$ cat src/login_pkg.sv
`default_nettype none
package login_pkg;
  // register offsets, one aligned word each
  localparam logic [7:0] ADDR_CTRL = 8'h00;
  localparam logic [7:0] ADDR_LOCAL_W1 = 8'h04;
  localparam logic [7:0] ADDR_PEER_W1 = 8'h08;
  localparam logic [7:0] ADDR_PEER_W2 = 8'h0C;
  localparam logic [7:0] ADDR_PEER_W3 = 8'h10;
  localparam logic [7:0] ADDR_COMMON = 8'h14;
  localparam logic [7:0] ADDR_AUX_W0 = 8'h18;
  localparam logic [7:0] ADDR_AUX_W3 = 8'h1C;
  localparam logic [7:0] ADDR_VV0 = 8'h20;
  localparam logic [7:0] ADDR_VV3 = 8'h2C;
  localparam logic [7:0] ADDR_STATUS = 8'h30;
  localparam logic [7:0] ADDR_LIMITS = 8'h34;
  localparam logic [7:0] ADDR_SIZES = 8'h38;
  localparam logic [7:0] ADDR_NPIV = 8'h3C;
  localparam logic [7:0] ADDR_CREDIT = 8'h40;
  localparam logic [2:0] WORD_SIZE = 3'h2;
  // control and credit command bits
  localparam int CTRL_CLASS3 = 3;
  localparam int CTRL_PROCESS = 4;
  localparam int CTRL_CAPTURE = 5;
  localparam int CMD_SEND = 0;
  localparam int CMD_ACK = 1;
  localparam int CMD_CLEAR = 2;
  localparam int CMD_CAT_LO = 4;
  // service parameter field positions
  localparam int EP_HI = 28;
  localparam int EP_LO = 27;
  localparam int CAT_HI = 25;
  localparam int CAT_LO = 24;
  localparam int CLKSYNC_BIT = 19;
  localparam int SCOPE_BIT = 18;
  localparam int RX_HI = 11;
  localparam int CONC_HI = 23;
  localparam int CONC_LO = 16;
  localparam int E2E_TOP = 15;
  localparam int OPEN_HI = 23;
  localparam int OPEN_LO = 16;
  localparam int AUX_ZERO_BIT = 31;
  localparam int VV_BIT = 29;
  // field codes and limits
  localparam logic [1:0] EP_DISCARD = 2'h0;
  localparam logic [1:0] EP_BOTH = 2'h2;
  localparam logic [1:0] CAT_ONE = 2'h0;
  localparam logic [1:0] CAT_TWO = 2'h1;
  localparam logic [1:0] CAT_RSVD = 2'h2;
  localparam logic [1:0] CAT_MANY = 2'h3;
  localparam logic [11:0] RX_MIN = 12'h100;
  localparam logic [11:0] RX_MAX = 12'h840;
  localparam logic [8:0] SSB_EXTRA = 9'h002;
  localparam logic [15:0] NPIV_MAX_CNT = 16'hFFFD;
  localparam logic [15:0] NPIV_MORE = 16'hFFFE;
  localparam logic [1:0] NPIV_NONE = 2'h0;
  localparam logic [1:0] NPIV_COUNT = 2'h1;
  localparam logic [1:0] NPIV_ABOVE = 2'h2;
  localparam logic [1:0] NPIV_UNKNOWN = 2'h3;

  typedef enum logic [2:0] {
    LT_PLOGI_REQ = 3'b000,
    LT_PLOGI_ACC = 3'b001,
    LT_FLOGI_REQ = 3'b010,
    LT_FLOGI_ACC = 3'b011,
    LT_FDISC_REQ = 3'b100,
    LT_FDISC_ACC = 3'b101
  } login_e;

  typedef enum logic [1:0] {
    BUS_IDLE = 2'b00,
    BUS_WRITE = 2'b01,
    BUS_READ = 2'b10
  } bus_e;

  // layout of the status register
  typedef struct packed {
    logic [7:0] spare;
    logic [1:0] cat_c3;
    logic [1:0] cat_c2;
    logic [1:0] npiv_kind;
    logic vv_valid;
    logic aux_bad;
    logic e2e_bad;
    logic conc_bad;
    logic rx_class_bad;
    logic rx_bad;
    logic cat_bad;
    logic ep_bad;
    logic [1:0] cat_code;
    logic [2:0] pad;
    logic invalid;
    logic clk_sync;
    logic scope_per_x;
    logic use_process;
    logic ep_both;
  } status_s;

  function automatic logic cat_fits(input logic [1:0] need,
                                    input logic [1:0] cap);
    return (cap == CAT_MANY) || (need == CAT_ONE) ||
           (need == CAT_TWO && cap == CAT_TWO);
  endfunction
endpackage
`default_nettype wire

$ cat src/login_field_decoder.sv
`default_nettype none
module login_field_decoder (
  input wire logic [31:0] local_w1,
  input wire logic [31:0] peer_w1,
  input wire logic [31:0] peer_w2,
  input wire logic [31:0] peer_w3,
  input wire logic [31:0] common_w,
  input wire logic [31:0] aux_w0,
  input wire logic [31:0] aux_w3,
  input wire login_pkg::login_e login_type,
  input wire logic class3,
  input wire logic want_process,
  output login_pkg::status_s status,
  output logic [11:0] rx_size,
  output logic [7:0] conc,
  output logic [15:0] e2e,
  output logic [7:0] open_seq,
  output logic [8:0] ssb_cnt,
  output logic [15:0] npiv_cnt
);
  always_comb
  begin
    status = '0;
    status.ep_both = peer_w1[login_pkg::EP_HI:login_pkg::EP_LO]
                     == login_pkg::EP_BOTH;
    status.ep_bad = !status.ep_both &&
                    peer_w1[login_pkg::EP_HI:login_pkg::EP_LO]
                    != login_pkg::EP_DISCARD;
    status.use_process = want_process && status.ep_both;
    status.cat_code = peer_w1[login_pkg::CAT_HI:login_pkg::CAT_LO];
    status.cat_bad = status.cat_code == login_pkg::CAT_RSVD;
    status.clk_sync = peer_w1[login_pkg::CLKSYNC_BIT];
    status.scope_per_x = local_w1[login_pkg::SCOPE_BIT] &&
                         peer_w1[login_pkg::SCOPE_BIT];
    rx_size = peer_w1[login_pkg::RX_HI:0];
    status.rx_bad = rx_size < login_pkg::RX_MIN ||
                    rx_size > login_pkg::RX_MAX || rx_size[1:0] != 2'h0;
    status.rx_class_bad = rx_size > common_w[login_pkg::RX_HI:0];
    conc = peer_w2[login_pkg::CONC_HI:login_pkg::CONC_LO];
    status.conc_bad = conc == 8'h00;
    // credit encoding, ignored for class 3
    e2e = peer_w2[15:0];
    status.e2e_bad = !class3 &&
                     (e2e[login_pkg::E2E_TOP] || e2e[14:0] == 15'h0000);
    // open sequences only in port login
    open_seq = 8'h00;
    if (login_type == login_pkg::LT_PLOGI_REQ ||
        login_type == login_pkg::LT_PLOGI_ACC)
      open_seq = peer_w3[login_pkg::OPEN_HI:login_pkg::OPEN_LO];
    ssb_cnt = {1'b0, open_seq} + login_pkg::SSB_EXTRA;
    // top flag bit must be clear
    status.aux_bad = aux_w0[login_pkg::AUX_ZERO_BIT];
    npiv_cnt = 16'h0000;
    status.npiv_kind = login_pkg::NPIV_NONE;
    unique case (login_type)
      login_pkg::LT_FLOGI_ACC, login_pkg::LT_FDISC_ACC:
      begin
        npiv_cnt = aux_w3[15:0];
        if (npiv_cnt <= login_pkg::NPIV_MAX_CNT)
          status.npiv_kind = login_pkg::NPIV_COUNT;
        else if (npiv_cnt == login_pkg::NPIV_MORE)
          status.npiv_kind = login_pkg::NPIV_ABOVE;
        else
          status.npiv_kind = login_pkg::NPIV_UNKNOWN;
      end
      // advisory only, never a limit
      login_pkg::LT_FLOGI_REQ:
        npiv_cnt = aux_w3[15:0];
      default:
        npiv_cnt = 16'h0000;
    endcase
    status.vv_valid = common_w[login_pkg::VV_BIT];
    // any bad field flags the login
    status.invalid = status.ep_bad || status.cat_bad || status.rx_bad ||
                     status.rx_class_bad || status.conc_bad ||
                     status.e2e_bad || status.aux_bad;
  end
endmodule
`default_nettype wire

$ cat src/credit_window.sv
`default_nettype none
module credit_window (
  input wire logic hclk,
  input wire logic hresetn,
  input wire logic [14:0] limit,
  input wire logic class3,
  input wire logic [1:0] cat_need,
  input wire logic [1:0] cat_cap,
  input wire logic send,
  input wire logic ack,
  input wire logic clear,
  output logic grant,
  output logic refuse,
  output logic [15:0] outstanding,
  output logic [7:0] seq_id
);
  typedef struct packed {
    logic [15:0] outstanding;
    logic [7:0] seq_id;
    logic grant;
    logic refuse;
  } credit_s;

  credit_s s;
  credit_s next_s;
  logic room;
  logic cat_ok;

  always_comb
  begin
    next_s = s;
    next_s.grant = 1'b0;
    next_s.refuse = 1'b0;
    // window closes at the advertised credit; class 3 has no acks
    room = class3 || s.outstanding < {1'b0, limit};
    cat_ok = login_pkg::cat_fits(cat_need, cat_cap);
    if (clear)
      next_s.outstanding = 16'h0000;
    else
    begin
      if (ack && s.outstanding != 16'h0000)
        next_s.outstanding = s.outstanding - 16'h0001;
      if (send && room && cat_ok)
      begin
        next_s.grant = 1'b1;
        // eight-bit identifier stays within 0 to 255
        next_s.seq_id = s.seq_id + 8'h01;
        if (!class3)
          next_s.outstanding = next_s.outstanding + 16'h0001;
      end
      else if (send)
        next_s.refuse = 1'b1;
    end
  end

  always_ff @(posedge hclk or negedge hresetn)
  begin
    if (!hresetn)
      s <= '0;
    else
      s <= next_s;
  end

  assign grant = s.grant;
  assign refuse = s.refuse;
  assign outstanding = s.outstanding;
  assign seq_id = s.seq_id;

  a_credit_cap: assert property (@(posedge hclk) disable iff (!hresetn)
    send && !clear && !class3 && s.outstanding >= {1'b0, limit} |=>
      refuse && !grant)
    else $error("credit window overrun");
  a_cat_gate: assert property (@(posedge hclk) disable iff (!hresetn)
    send && !clear && !login_pkg::cat_fits(cat_need, cat_cap) |=> refuse)
    else $error("category limit not enforced");
  a_seq_step: assert property (@(posedge hclk) disable iff (!hresetn)
    grant |-> seq_id == $past(seq_id) + 8'h01)
    else $error("sequence id step wrong");
  c_refuse: cover property (@(posedge hclk) disable iff (!hresetn) refuse);
  c_full: cover property (@(posedge hclk) disable iff (!hresetn)
    !class3 && s.outstanding == {1'b0, limit} && send);
endmodule
`default_nettype wire

$ cat src/login_param_host.sv
`default_nettype none
module login_param_host (
  input wire logic hclk,
  input wire logic hresetn,
  input wire logic hsel,
  input wire logic [31:0] haddr,
  input wire logic [1:0] htrans,
  input wire logic hwrite,
  input wire logic [2:0] hsize,
  input wire logic [31:0] hwdata,
  input wire logic hready,
  output logic [31:0] hrdata,
  output logic hreadyout,
  output logic hresp,
  output logic login_reject
);
  typedef struct packed {
    login_pkg::bus_e bus;
    logic [7:0] addr;
    logic [31:0] hrdata;
    logic hreadyout;
    logic login_reject;
    login_pkg::login_e login_type;
    logic class3;
    logic want_process;
    logic [31:0] local_w1;
    logic [31:0] peer_w1;
    logic [31:0] peer_w2;
    logic [31:0] peer_w3;
    logic [31:0] common_w;
    logic [31:0] aux_w0;
    logic [31:0] aux_w3;
    logic [3:0][31:0] vv;
    logic [1:0] cat_c2;
    logic [1:0] cat_c3;
    logic [1:0] cat_need;
    logic send;
    logic ack;
    logic clear;
    logic last_grant;
    logic last_refuse;
    login_pkg::status_s st;
    logic [11:0] rx_size;
    logic [7:0] conc;
    logic [15:0] e2e;
    logic [7:0] open_seq;
    logic [8:0] ssb_cnt;
    logic [15:0] npiv_cnt;
  } host_state_s;

  host_state_s s;
  host_state_s next_s;
  login_pkg::status_s d_status;
  logic [11:0] d_rx_size;
  logic [7:0] d_conc;
  logic [15:0] d_e2e;
  logic [7:0] d_open_seq;
  logic [8:0] d_ssb_cnt;
  logic [15:0] d_npiv_cnt;
  logic grant;
  logic refuse;
  logic [15:0] outstanding;
  logic [7:0] seq_id;
  logic take;

  login_field_decoder dec (
    .local_w1(s.local_w1),
    .peer_w1(s.peer_w1),
    .peer_w2(s.peer_w2),
    .peer_w3(s.peer_w3),
    .common_w(s.common_w),
    .aux_w0(s.aux_w0),
    .aux_w3(s.aux_w3),
    .login_type(s.login_type),
    .class3(s.class3),
    .want_process(s.want_process),
    .status(d_status),
    .rx_size(d_rx_size),
    .conc(d_conc),
    .e2e(d_e2e),
    .open_seq(d_open_seq),
    .ssb_cnt(d_ssb_cnt),
    .npiv_cnt(d_npiv_cnt)
  );

  credit_window credit (
    .hclk(hclk),
    .hresetn(hresetn),
    .limit(s.e2e[14:0]),
    .class3(s.class3),
    .cat_need(s.cat_need),
    .cat_cap(s.class3 ? s.cat_c3 : s.cat_c2),
    .send(s.send),
    .ack(s.ack),
    .clear(s.clear),
    .grant(grant),
    .refuse(refuse),
    .outstanding(outstanding),
    .seq_id(seq_id)
  );

  // only whole-word transfers are taken; others pass as idle
  assign take = hsel && htrans[1] && hready && hsize == login_pkg::WORD_SIZE;

  always_comb
  begin
    next_s = s;
    next_s.send = 1'b0;
    next_s.ack = 1'b0;
    next_s.clear = 1'b0;
    // decoded fields are registered so reads see stable values
    next_s.st = d_status;
    next_s.st.cat_c2 = s.cat_c2;
    next_s.st.cat_c3 = s.cat_c3;
    next_s.rx_size = d_rx_size;
    next_s.conc = d_conc;
    next_s.e2e = d_e2e;
    next_s.open_seq = d_open_seq;
    next_s.ssb_cnt = d_ssb_cnt;
    next_s.npiv_cnt = d_npiv_cnt;
    next_s.login_reject = s.st.invalid;
    unique case (s.bus)
      login_pkg::BUS_IDLE:
        next_s.bus = login_pkg::BUS_IDLE;
      login_pkg::BUS_WRITE:
      begin
        next_s.bus = login_pkg::BUS_IDLE;
        unique case (s.addr)
          login_pkg::ADDR_CTRL:
          begin
            next_s.login_type = login_pkg::login_e'(hwdata[2:0]);
            next_s.class3 = hwdata[login_pkg::CTRL_CLASS3];
            next_s.want_process = hwdata[login_pkg::CTRL_PROCESS];
            if (hwdata[login_pkg::CTRL_CAPTURE])
            begin
              next_s.clear = 1'b1;
              if (hwdata[login_pkg::CTRL_CLASS3])
                next_s.cat_c3 = s.st.cat_code;
              else
                next_s.cat_c2 = s.st.cat_code;
            end
          end
          login_pkg::ADDR_LOCAL_W1: next_s.local_w1 = hwdata;
          login_pkg::ADDR_PEER_W1: next_s.peer_w1 = hwdata;
          login_pkg::ADDR_PEER_W2: next_s.peer_w2 = hwdata;
          login_pkg::ADDR_PEER_W3: next_s.peer_w3 = hwdata;
          login_pkg::ADDR_COMMON: next_s.common_w = hwdata;
          login_pkg::ADDR_AUX_W0: next_s.aux_w0 = hwdata;
          login_pkg::ADDR_AUX_W3: next_s.aux_w3 = hwdata;
          login_pkg::ADDR_CREDIT:
          begin
            next_s.send = hwdata[login_pkg::CMD_SEND];
            next_s.ack = hwdata[login_pkg::CMD_ACK];
            next_s.clear = hwdata[login_pkg::CMD_CLEAR];
            next_s.cat_need = hwdata[login_pkg::CMD_CAT_LO +: 2];
            // a new command forgets the previous outcome
            next_s.last_grant = 1'b0;
            next_s.last_refuse = 1'b0;
          end
          default:
            if (s.addr >= login_pkg::ADDR_VV0 &&
                s.addr <= login_pkg::ADDR_VV3)
              next_s.vv[s.addr[3:2]] = hwdata;
        endcase
      end
      login_pkg::BUS_READ:
      begin
        next_s.bus = login_pkg::BUS_IDLE;
        next_s.hreadyout = 1'b1;
        unique case (s.addr)
          login_pkg::ADDR_CTRL:
            next_s.hrdata = {26'h000_0000, 1'b0, s.want_process,
                             s.class3, s.login_type};
          login_pkg::ADDR_LOCAL_W1: next_s.hrdata = s.local_w1;
          login_pkg::ADDR_PEER_W1: next_s.hrdata = s.peer_w1;
          login_pkg::ADDR_PEER_W2: next_s.hrdata = s.peer_w2;
          login_pkg::ADDR_PEER_W3: next_s.hrdata = s.peer_w3;
          login_pkg::ADDR_COMMON: next_s.hrdata = s.common_w;
          login_pkg::ADDR_AUX_W0: next_s.hrdata = s.aux_w0;
          login_pkg::ADDR_AUX_W3: next_s.hrdata = s.aux_w3;
          login_pkg::ADDR_STATUS: next_s.hrdata = s.st;
          login_pkg::ADDR_LIMITS:
            next_s.hrdata = {s.conc, s.open_seq, s.e2e};
          login_pkg::ADDR_SIZES:
            next_s.hrdata = {7'h00, s.ssb_cnt, 4'h0, s.rx_size};
          login_pkg::ADDR_NPIV: next_s.hrdata = {16'h0000, s.npiv_cnt};
          login_pkg::ADDR_CREDIT:
            next_s.hrdata = {s.last_refuse, s.last_grant, 6'h00,
                             seq_id, outstanding};
          default:
          begin
            next_s.hrdata = 32'h0000_0000;
            // vendor words read as zero unless flagged valid
            if (s.addr >= login_pkg::ADDR_VV0 &&
                s.addr <= login_pkg::ADDR_VV3 && s.st.vv_valid)
              next_s.hrdata = s.vv[s.addr[3:2]];
          end
        endcase
      end
      default:
        next_s.bus = login_pkg::BUS_IDLE;
    endcase
    // a new outcome beats the forgetting by a command write
    if (grant)
      next_s.last_grant = 1'b1;
    if (refuse)
      next_s.last_refuse = 1'b1;
    // reads insert one wait state so the answer comes from a flop
    if (s.bus != login_pkg::BUS_READ && take)
    begin
      next_s.addr = haddr[7:0];
      if (hwrite)
        next_s.bus = login_pkg::BUS_WRITE;
      else
      begin
        next_s.bus = login_pkg::BUS_READ;
        next_s.hreadyout = 1'b0;
      end
    end
  end

  always_ff @(posedge hclk or negedge hresetn)
  begin
    if (!hresetn)
    begin
      s <= '0;
      s.hreadyout <= 1'b1;
    end
    else
      s <= next_s;
  end

  assign hrdata = s.hrdata;
  assign hreadyout = s.hreadyout;
  assign hresp = 1'b0;
  assign login_reject = s.login_reject;

  a_policy_choice: assert property (@(posedge hclk) disable iff (!hresetn)
    s.st.use_process ==
      ($past(s.want_process) && $past(s.peer_w1[28:27]) == 2'h2))
    else $error("process chosen without peer support");
  a_policy_code: assert property (@(posedge hclk) disable iff (!hresetn)
    s.st.ep_both == ($past(s.peer_w1[28:27]) == 2'h2))
    else $error("error policy decode wrong");
  a_cat_reserved: assert property (@(posedge hclk) disable iff (!hresetn)
    s.peer_w1[25:24] == 2'h2 |=> s.st.cat_bad)
    else $error("reserved category code missed");
  a_seq_scope: assert property (@(posedge hclk) disable iff (!hresetn)
    s.st.scope_per_x == ($past(s.local_w1[18]) && $past(s.peer_w1[18])))
    else $error("identifier scope wrong");
  a_rx_range: assert property (@(posedge hclk) disable iff (!hresetn)
    (s.peer_w1[11:0] < 12'h100 || s.peer_w1[11:0] > 12'h840 ||
     s.peer_w1[1:0] != 2'h0) |=> s.st.rx_bad)
    else $error("bad receive size not flagged");
  a_conc_zero: assert property (@(posedge hclk) disable iff (!hresetn)
    s.peer_w2[23:16] == 8'h00 |=> s.st.conc_bad)
    else $error("zero concurrent sequences not flagged");
  a_e2e_zero: assert property (@(posedge hclk) disable iff (!hresetn)
    !s.class3 && s.peer_w2[14:0] == 15'h0000 ##1 !s.class3 |-> s.st.e2e_bad)
    else $error("zero credit not flagged");
  a_reject_follow: assert property (@(posedge hclk) disable iff (!hresetn)
    s.st.invalid |=> login_reject)
    else $error("invalid login not rejected");
  a_read_wait: assert property (@(posedge hclk) disable iff (!hresetn)
    !hreadyout |=> hreadyout)
    else $error("read wait longer than one cycle");
  c_grant: cover property (@(posedge hclk) disable iff (!hresetn) grant);
  c_reject: cover property (@(posedge hclk) disable iff (!hresetn)
    $rose(login_reject));
  c_read: cover property (@(posedge hclk) disable iff (!hresetn)
    s.bus == login_pkg::BUS_READ);
endmodule
`default_nettype wire

$ cat config.mk
export PLATFORM = sky130hd
export DESIGN_NAME = login_param_host
export DESIGN_NICKNAME = d
export VERILOG_FILES = /design/src/login_pkg.sv /design/src/login_field_decoder.sv /design/src/credit_window.sv /design/src/login_param_host.sv
export SDC_FILE = /design/constraint.sdc
export NUM_CORES = 1
export LEC_CHECK = 0
export CELL_PAD_IN_SITES_DETAIL_PLACEMENT = 0
export CELL_PAD_IN_SITES_GLOBAL_PLACEMENT = 2
export CORE_AREA = 2 2 338 173
export DETAILED_ROUTE_END_ITERATION = 10
export DIE_AREA = 0 0 340 175
export DONT_BUFFER_PORTS = 1
export PLACE_DENSITY = 0.75
export RECOVER_POWER = 100
export SYNTH_ARGS = -nofsm -noshare
export SYNTH_HDL_FRONTEND = slang
export SYNTH_SLANG_ARGS = --single-unit
$ cat constraint.sdc
create_clock -name hclk -period 4 [get_ports hclk]
set_clock_uncertainty 0.2 [all_clocks]
set_input_delay 0.8 -clock hclk [delete_from_list [all_inputs] [get_ports hclk]]
set_output_delay 0.8 -clock hclk [all_outputs]
set_load 0.05 [all_outputs]
Word level (Yosys, flattened, before mapping)
Cells that the tools add are included.
W data, S select, Z words.

cells by class
  $lt $le $gt $ge = 9
  muxes and demuxes = 33
  bitwise operators = 3
  reductions and logical operators = 60
  add/sub/neg operators = 4
  equal/unequal tests = 26

operators by type and width
  operator                 number
  $pmux W32 S13            1
  $bwmux W128              1
  $mux W32                 3
  $mux W16                 5
  $bmux W32 S2             1
  $demux W32 S2            1
  $eq A8 B5 Y1 const B     4
  $eq A8 B6 Y1 const B     4
  $mux W25                 1
  $reduce_and A2 Y1        12
  $add A16 B1 Y16 const B  1
  $eq A16 B16 Y1 const B   1
  $eq A8 B4 Y1 const B     2
  $le A16 B16 Y1 const B   1
  $logic_not A8 Y1         2
  $lt A16 B15 Y1           1
  $reduce_bool A16 Y1      1
  $sub A16 B1 Y16 const B  1
  $logic_and A1 B1 Y1      15
  $logic_not A15 Y1        1
  $mux W2                  7
  $logic_or A1 B1 Y1       13
  $gt A12 B12 Y1           1
  $gt A12 B12 Y1 const B   1
  other kinds (30)         54

word-level totals
  output and inout bits = 35
  input bits = 74
  register bits = 528
  word-level logic and storage cells = 189

Longest topological paths before layout
  depth after elaboration = 9
  depth in mapped cells = 13
  depth with buffers taken out = 12

By module
From an unflattened synthesis, not the netlist that was laid out.

second synthesis, totals
  cells, all modules = 2009
  area total of the unflattened synthesis = 25682.1 um2

modules (own cells, without submodules)
  module               sequential area each (um2)  times used  cells an instance  area an instance (um2)
  login_param_host     12838.6                     1           1595               22320.2
  credit_window        650.6                       1           235                2132.0
  login_field_decoder  0.0                         1           179                1229.9

Least setup slack after synthesis
No wires, ideal clock.

  path kind = register to register
  start = register credit.s, in the netlist credit.outstanding[0]
  end = register credit.s, in the netlist credit.outstanding[12]
  path buffers = 1
  arrival = 3207 ps
  setup slack = 461 ps
  stages on the path, launching flop included = 13
  data required time = 3668 ps
  library setup time = 132 ps
  period minus slack after synthesis = 3539 ps
  cell sequence = dfrtp_1 clkbuf_1 inv_1 ha_1 or4b_2 o41ai_4 xnor2_1 ha_1 inv_1 nor4_1 and4_2 xnor2_1 nor2_1

RTL lines
  what                    RTL line             source
  start, declared         credit_window.sv:24  credit_s s;
  start signal, assigned  credit_window.sv:61  s <= next_s;

Worst setup path in the final report
  start = register s[504] (netlist name)
  end = register s[417] (netlist name)

on the way
  word-level cells in the longest chain between the ends = 2

RTL lines
  what                         RTL line                 source
  start, declared              login_param_host.sv:51   host_state_s s;
  start signal, assigned       login_param_host.sv:230  s <= next_s;
  $eq A8 B4 Y1                 login_param_host.sv:128  unique case (s.addr)
  $reduce_and A2 Y1 (no line)  -

No other way between the ends.
A chain may end at the register's enable or synchronous reset.

==> flow_metrics.tcl <==
set metrics [dict create \
    synth_edf_count 0 \
    irDropWorstVdd_uv 440.1 \
    leakage_nw 10.86 \
    drive_gt1_share_pct 31.73 \
    ys_top_cells_by_area "dfrtp_1 (56%), mux2_2 (18%), mux4_2 (3.1%), a221oi_1 (2.6%), a22oi_1 (1.7%)" \
    avgSynthCellArea_um2 13.40 \
    path_cells "nor2_1, nand3b_1, nor2_1, nand2_2, clkbuf_4, mux2_2" \
    final_area_mm2 0.02565 \
    synth_top_area_share_pct 56.07 \
    cap_viol_max_count 5 \
    grt.total_usage_pct 25.88 \
    synth_ff_type "dfrtp_1" \
    tightest_slew_ns 2.535 \
    sw_frac_of_total_pct 26.43 \
    arrival_ns 4.20 \
    synthesis.nets 1857 \
    synthCells 1752 \
    cp_max_fo 21 \
    die_height_um 175 \
    grt_pass1_wl_mm 111.2 \
    final_util_pct 45.35 \
    p_int_mw 8.706 \
    fin_nets 1791 \
    max_freq_mhz 254.4 \
    setup_viol 0 \
    route.detailed.drc 0 \
    globalplace.congestion 0.8860 \
    place_area_mm2 0.02421 \
    grt_pass1_vias 15320 \
    most-common-layout-cells "dfrtp_1 (525), mux2_2 (372), a221oi_1 (71)" \
    cts_root_buffer "clkbuf_16" \
    yosys.area.top_type "dfrtp_1" \
    clkPwrFrac_pct 39.8 \
    die_w_um 340 \
    period_minus_slack_ns 3.930 \
    post_drt_via_cell_ratio 6.166 \
    num-fill-cells 5046 \
    ant_nets 0 \
    power.density_mw_per_mm2 461.4 \
    crit_path_max_incr_delay_ns 1.63 \
    netlist_area_mm2 0.02347 \
    ys_types 71 \
    drtPass1Iterations 5 \
    path_common_cell "nor2_1" \
    hold_class "in2async" \
    period_share_pct 98.26 \
    drt_iter0_drc 1762 \
    crit_start "s[504]" \
    combPwrFrac_pct 8.1 \
    hold_slack_ns -0.2610 \
    finalSetupTns_ns 0 \
    rr_startpoint "s[504]" \
    pin_count 109 \
    crit_family "simple AND/OR/NAND/NOR gates" \
    p_switching_mw 3.127 \
    core-area_mm2 0.05655 \
    clock_sink_count 527 \
    wirelength_mm 76.45 \
    grt_antenna_before_repair 4 \
    vias 15370 \
    async_flop_share_pct 100.0 \
    wire_per_inst_um 30.66 \
    area_delta_synth_final_pct 9.259 \
    cp-end-kind "register" \
    violations "negative hold slack, max-capacitance violations, max-slew violations" \
    finalHoldViolCount 162 \
    final_common_cell "dfrtp_1" \
    dpl.hpwl_mm 50.87 \
    total_power_mw 11.83 \
    cp-start-kind "register" \
    path_class "reg2reg" \
    ys_ff_latch 527 \
    clk_pin_slew_worst_paths_ns 0.06 \
    cts_tree "yes" \
    status "finished, violations left" \
    grt_overflow 0 \
    grt_max_degree 528 \
    drv_slew 457 \
    die-area_mm2 0.05950 \
    yosys_warnings 0 \
    cts_max_level 2 \
    numPortBuffers 0 \
    initial_core_util_pct 41.51 \
    rows 62 \
    p_seq_share_pct 52.2 \
    crit_required_ns 4.27 \
    rsz0062_at_grt "no" \
    slew_headroom_pct -69.37 \
    cp_slowest_cell "nor2_1" \
    clk_latency_ns 0.59 \
    crit_buf_inv 1 \
    yosysSeqAreaShare_pct 56.19 \
    numCtsBuffers 49 \
    clk_path_buf_depth 3 \
]
## per-layer routing
| layer | vias to the layer above | wire length, µm | GRT usage [%] |
|---|---|---|---|
| li1 | 6396 | - | - |
| met1 | 8227 | 38690 | 42.49 |
| met2 | 669 | 27930 | 31.51 |
| met3 | 79 | 8876 | 9.584 |
| met4 | 0 | 955 | 4.314 |
| met5 | - | 0 | 0 |
## metrics by stage
| step | instances | setup slack (ns) |
|---|---|---|
| floorplan | 1752 | 0.4609 |
| global placement | 2402 | 0.4148 |
| detailed placement | 2402 | 0.3464 |
| CTS | 2488 | 0.3138 |
| global route | 2490 | 0.01362 |
| finish | 2493 | 0.06971 |
## cell type report
type | count | area (µm²) | area share, %
clock buffers | 76 | 1418 | 5.527
multi-input cells | 1027 | 9463 | 36.90
inverters | 34 | 127.6 | 0.4976
clock inverters | 10 | 136.4 | 0.5318
flip-flops and latches | 527 | 13190 | 51.43
well taps | 768 | 960.9 | 3.747
diodes | 4 | 10.01 | 0.03903
repair buffers | 47 | 341.6 | 1.332
## flip-flops by register name (all words and copies together) (netlist names)
name,cells
credit.seq_id,8
credit.refuse,1
credit.outstanding,16
next_s,5
hreadyout,1
s,462
login_reject,1
credit.grant,1
hrdata,32
## synth_stat cells, drive strengths merged (3+ instances only)
cell and count:
o211ai 3, nor3 19, a22oi 52, and3 5
nand2 30, a221oi 71, nor3b 5, or3 6
a31oi 23, buf 69, a221o 14, nand4 21
o22a 10, a21oi 17, dfrtp 526, or4b 3
o21ai 10, xor2 14, mux2 373, a21o 9
nand2b 3, nand3 29, mux4 32, and4 8
a211oi 4, and2 31, or2 4, nor4b 3
nor2b 11, nor4 11, a22o 40, ha 31
inv 34, a222oi 10, nand4b 4, nand3b 4
or4 11, nor2 70, xnor2 17, clkbuf 95
## logic make-up after synthesis
logic type	Yosys count	share of synthesized area, %
DFF	527	56.19
muxes	407	21.06
and+or+nand+nor	279	6.620
AOI/OAI and AO/OA	278	9.557
buffers and inverters	198	3.747
adders and majority gates	31	1.652
xor gates and xnor gates	31	1.157
other	1	0.01598
## final timing paths
kind,to,slack (ns),cells after the start
min,s[150],-0.26,0
max reg2reg,s[417],0.07,6
min in group hclk,s[511],0.13,1
max,s[417],0.07,6
min reg2reg,s[102],0.22,1
max in group asynchronous,s[336],1.89,0
## what timing repair did
action,4_1_cts,5_1_grt
hold endpoints to repair,527,526
resized for setup,0,1
setup endpoints to repair,0,1
setup buffers,0,1
## power by group through the flow
stage | combinational (mW) | clock [mW] | sequential, mW
after floorplan | 1.02 | 0 | 5.88
after global placement | 0.939 | 0 | 6.26
after detailed placement | 0.956 | 0 | 6.27
after CTS | 0.959 | 4.79 | 6.17
after global routing | 1.02 | 5.01 | 6.21
final | 0.953 | 4.71 | 6.17
(Power assumes the default switching activity.)
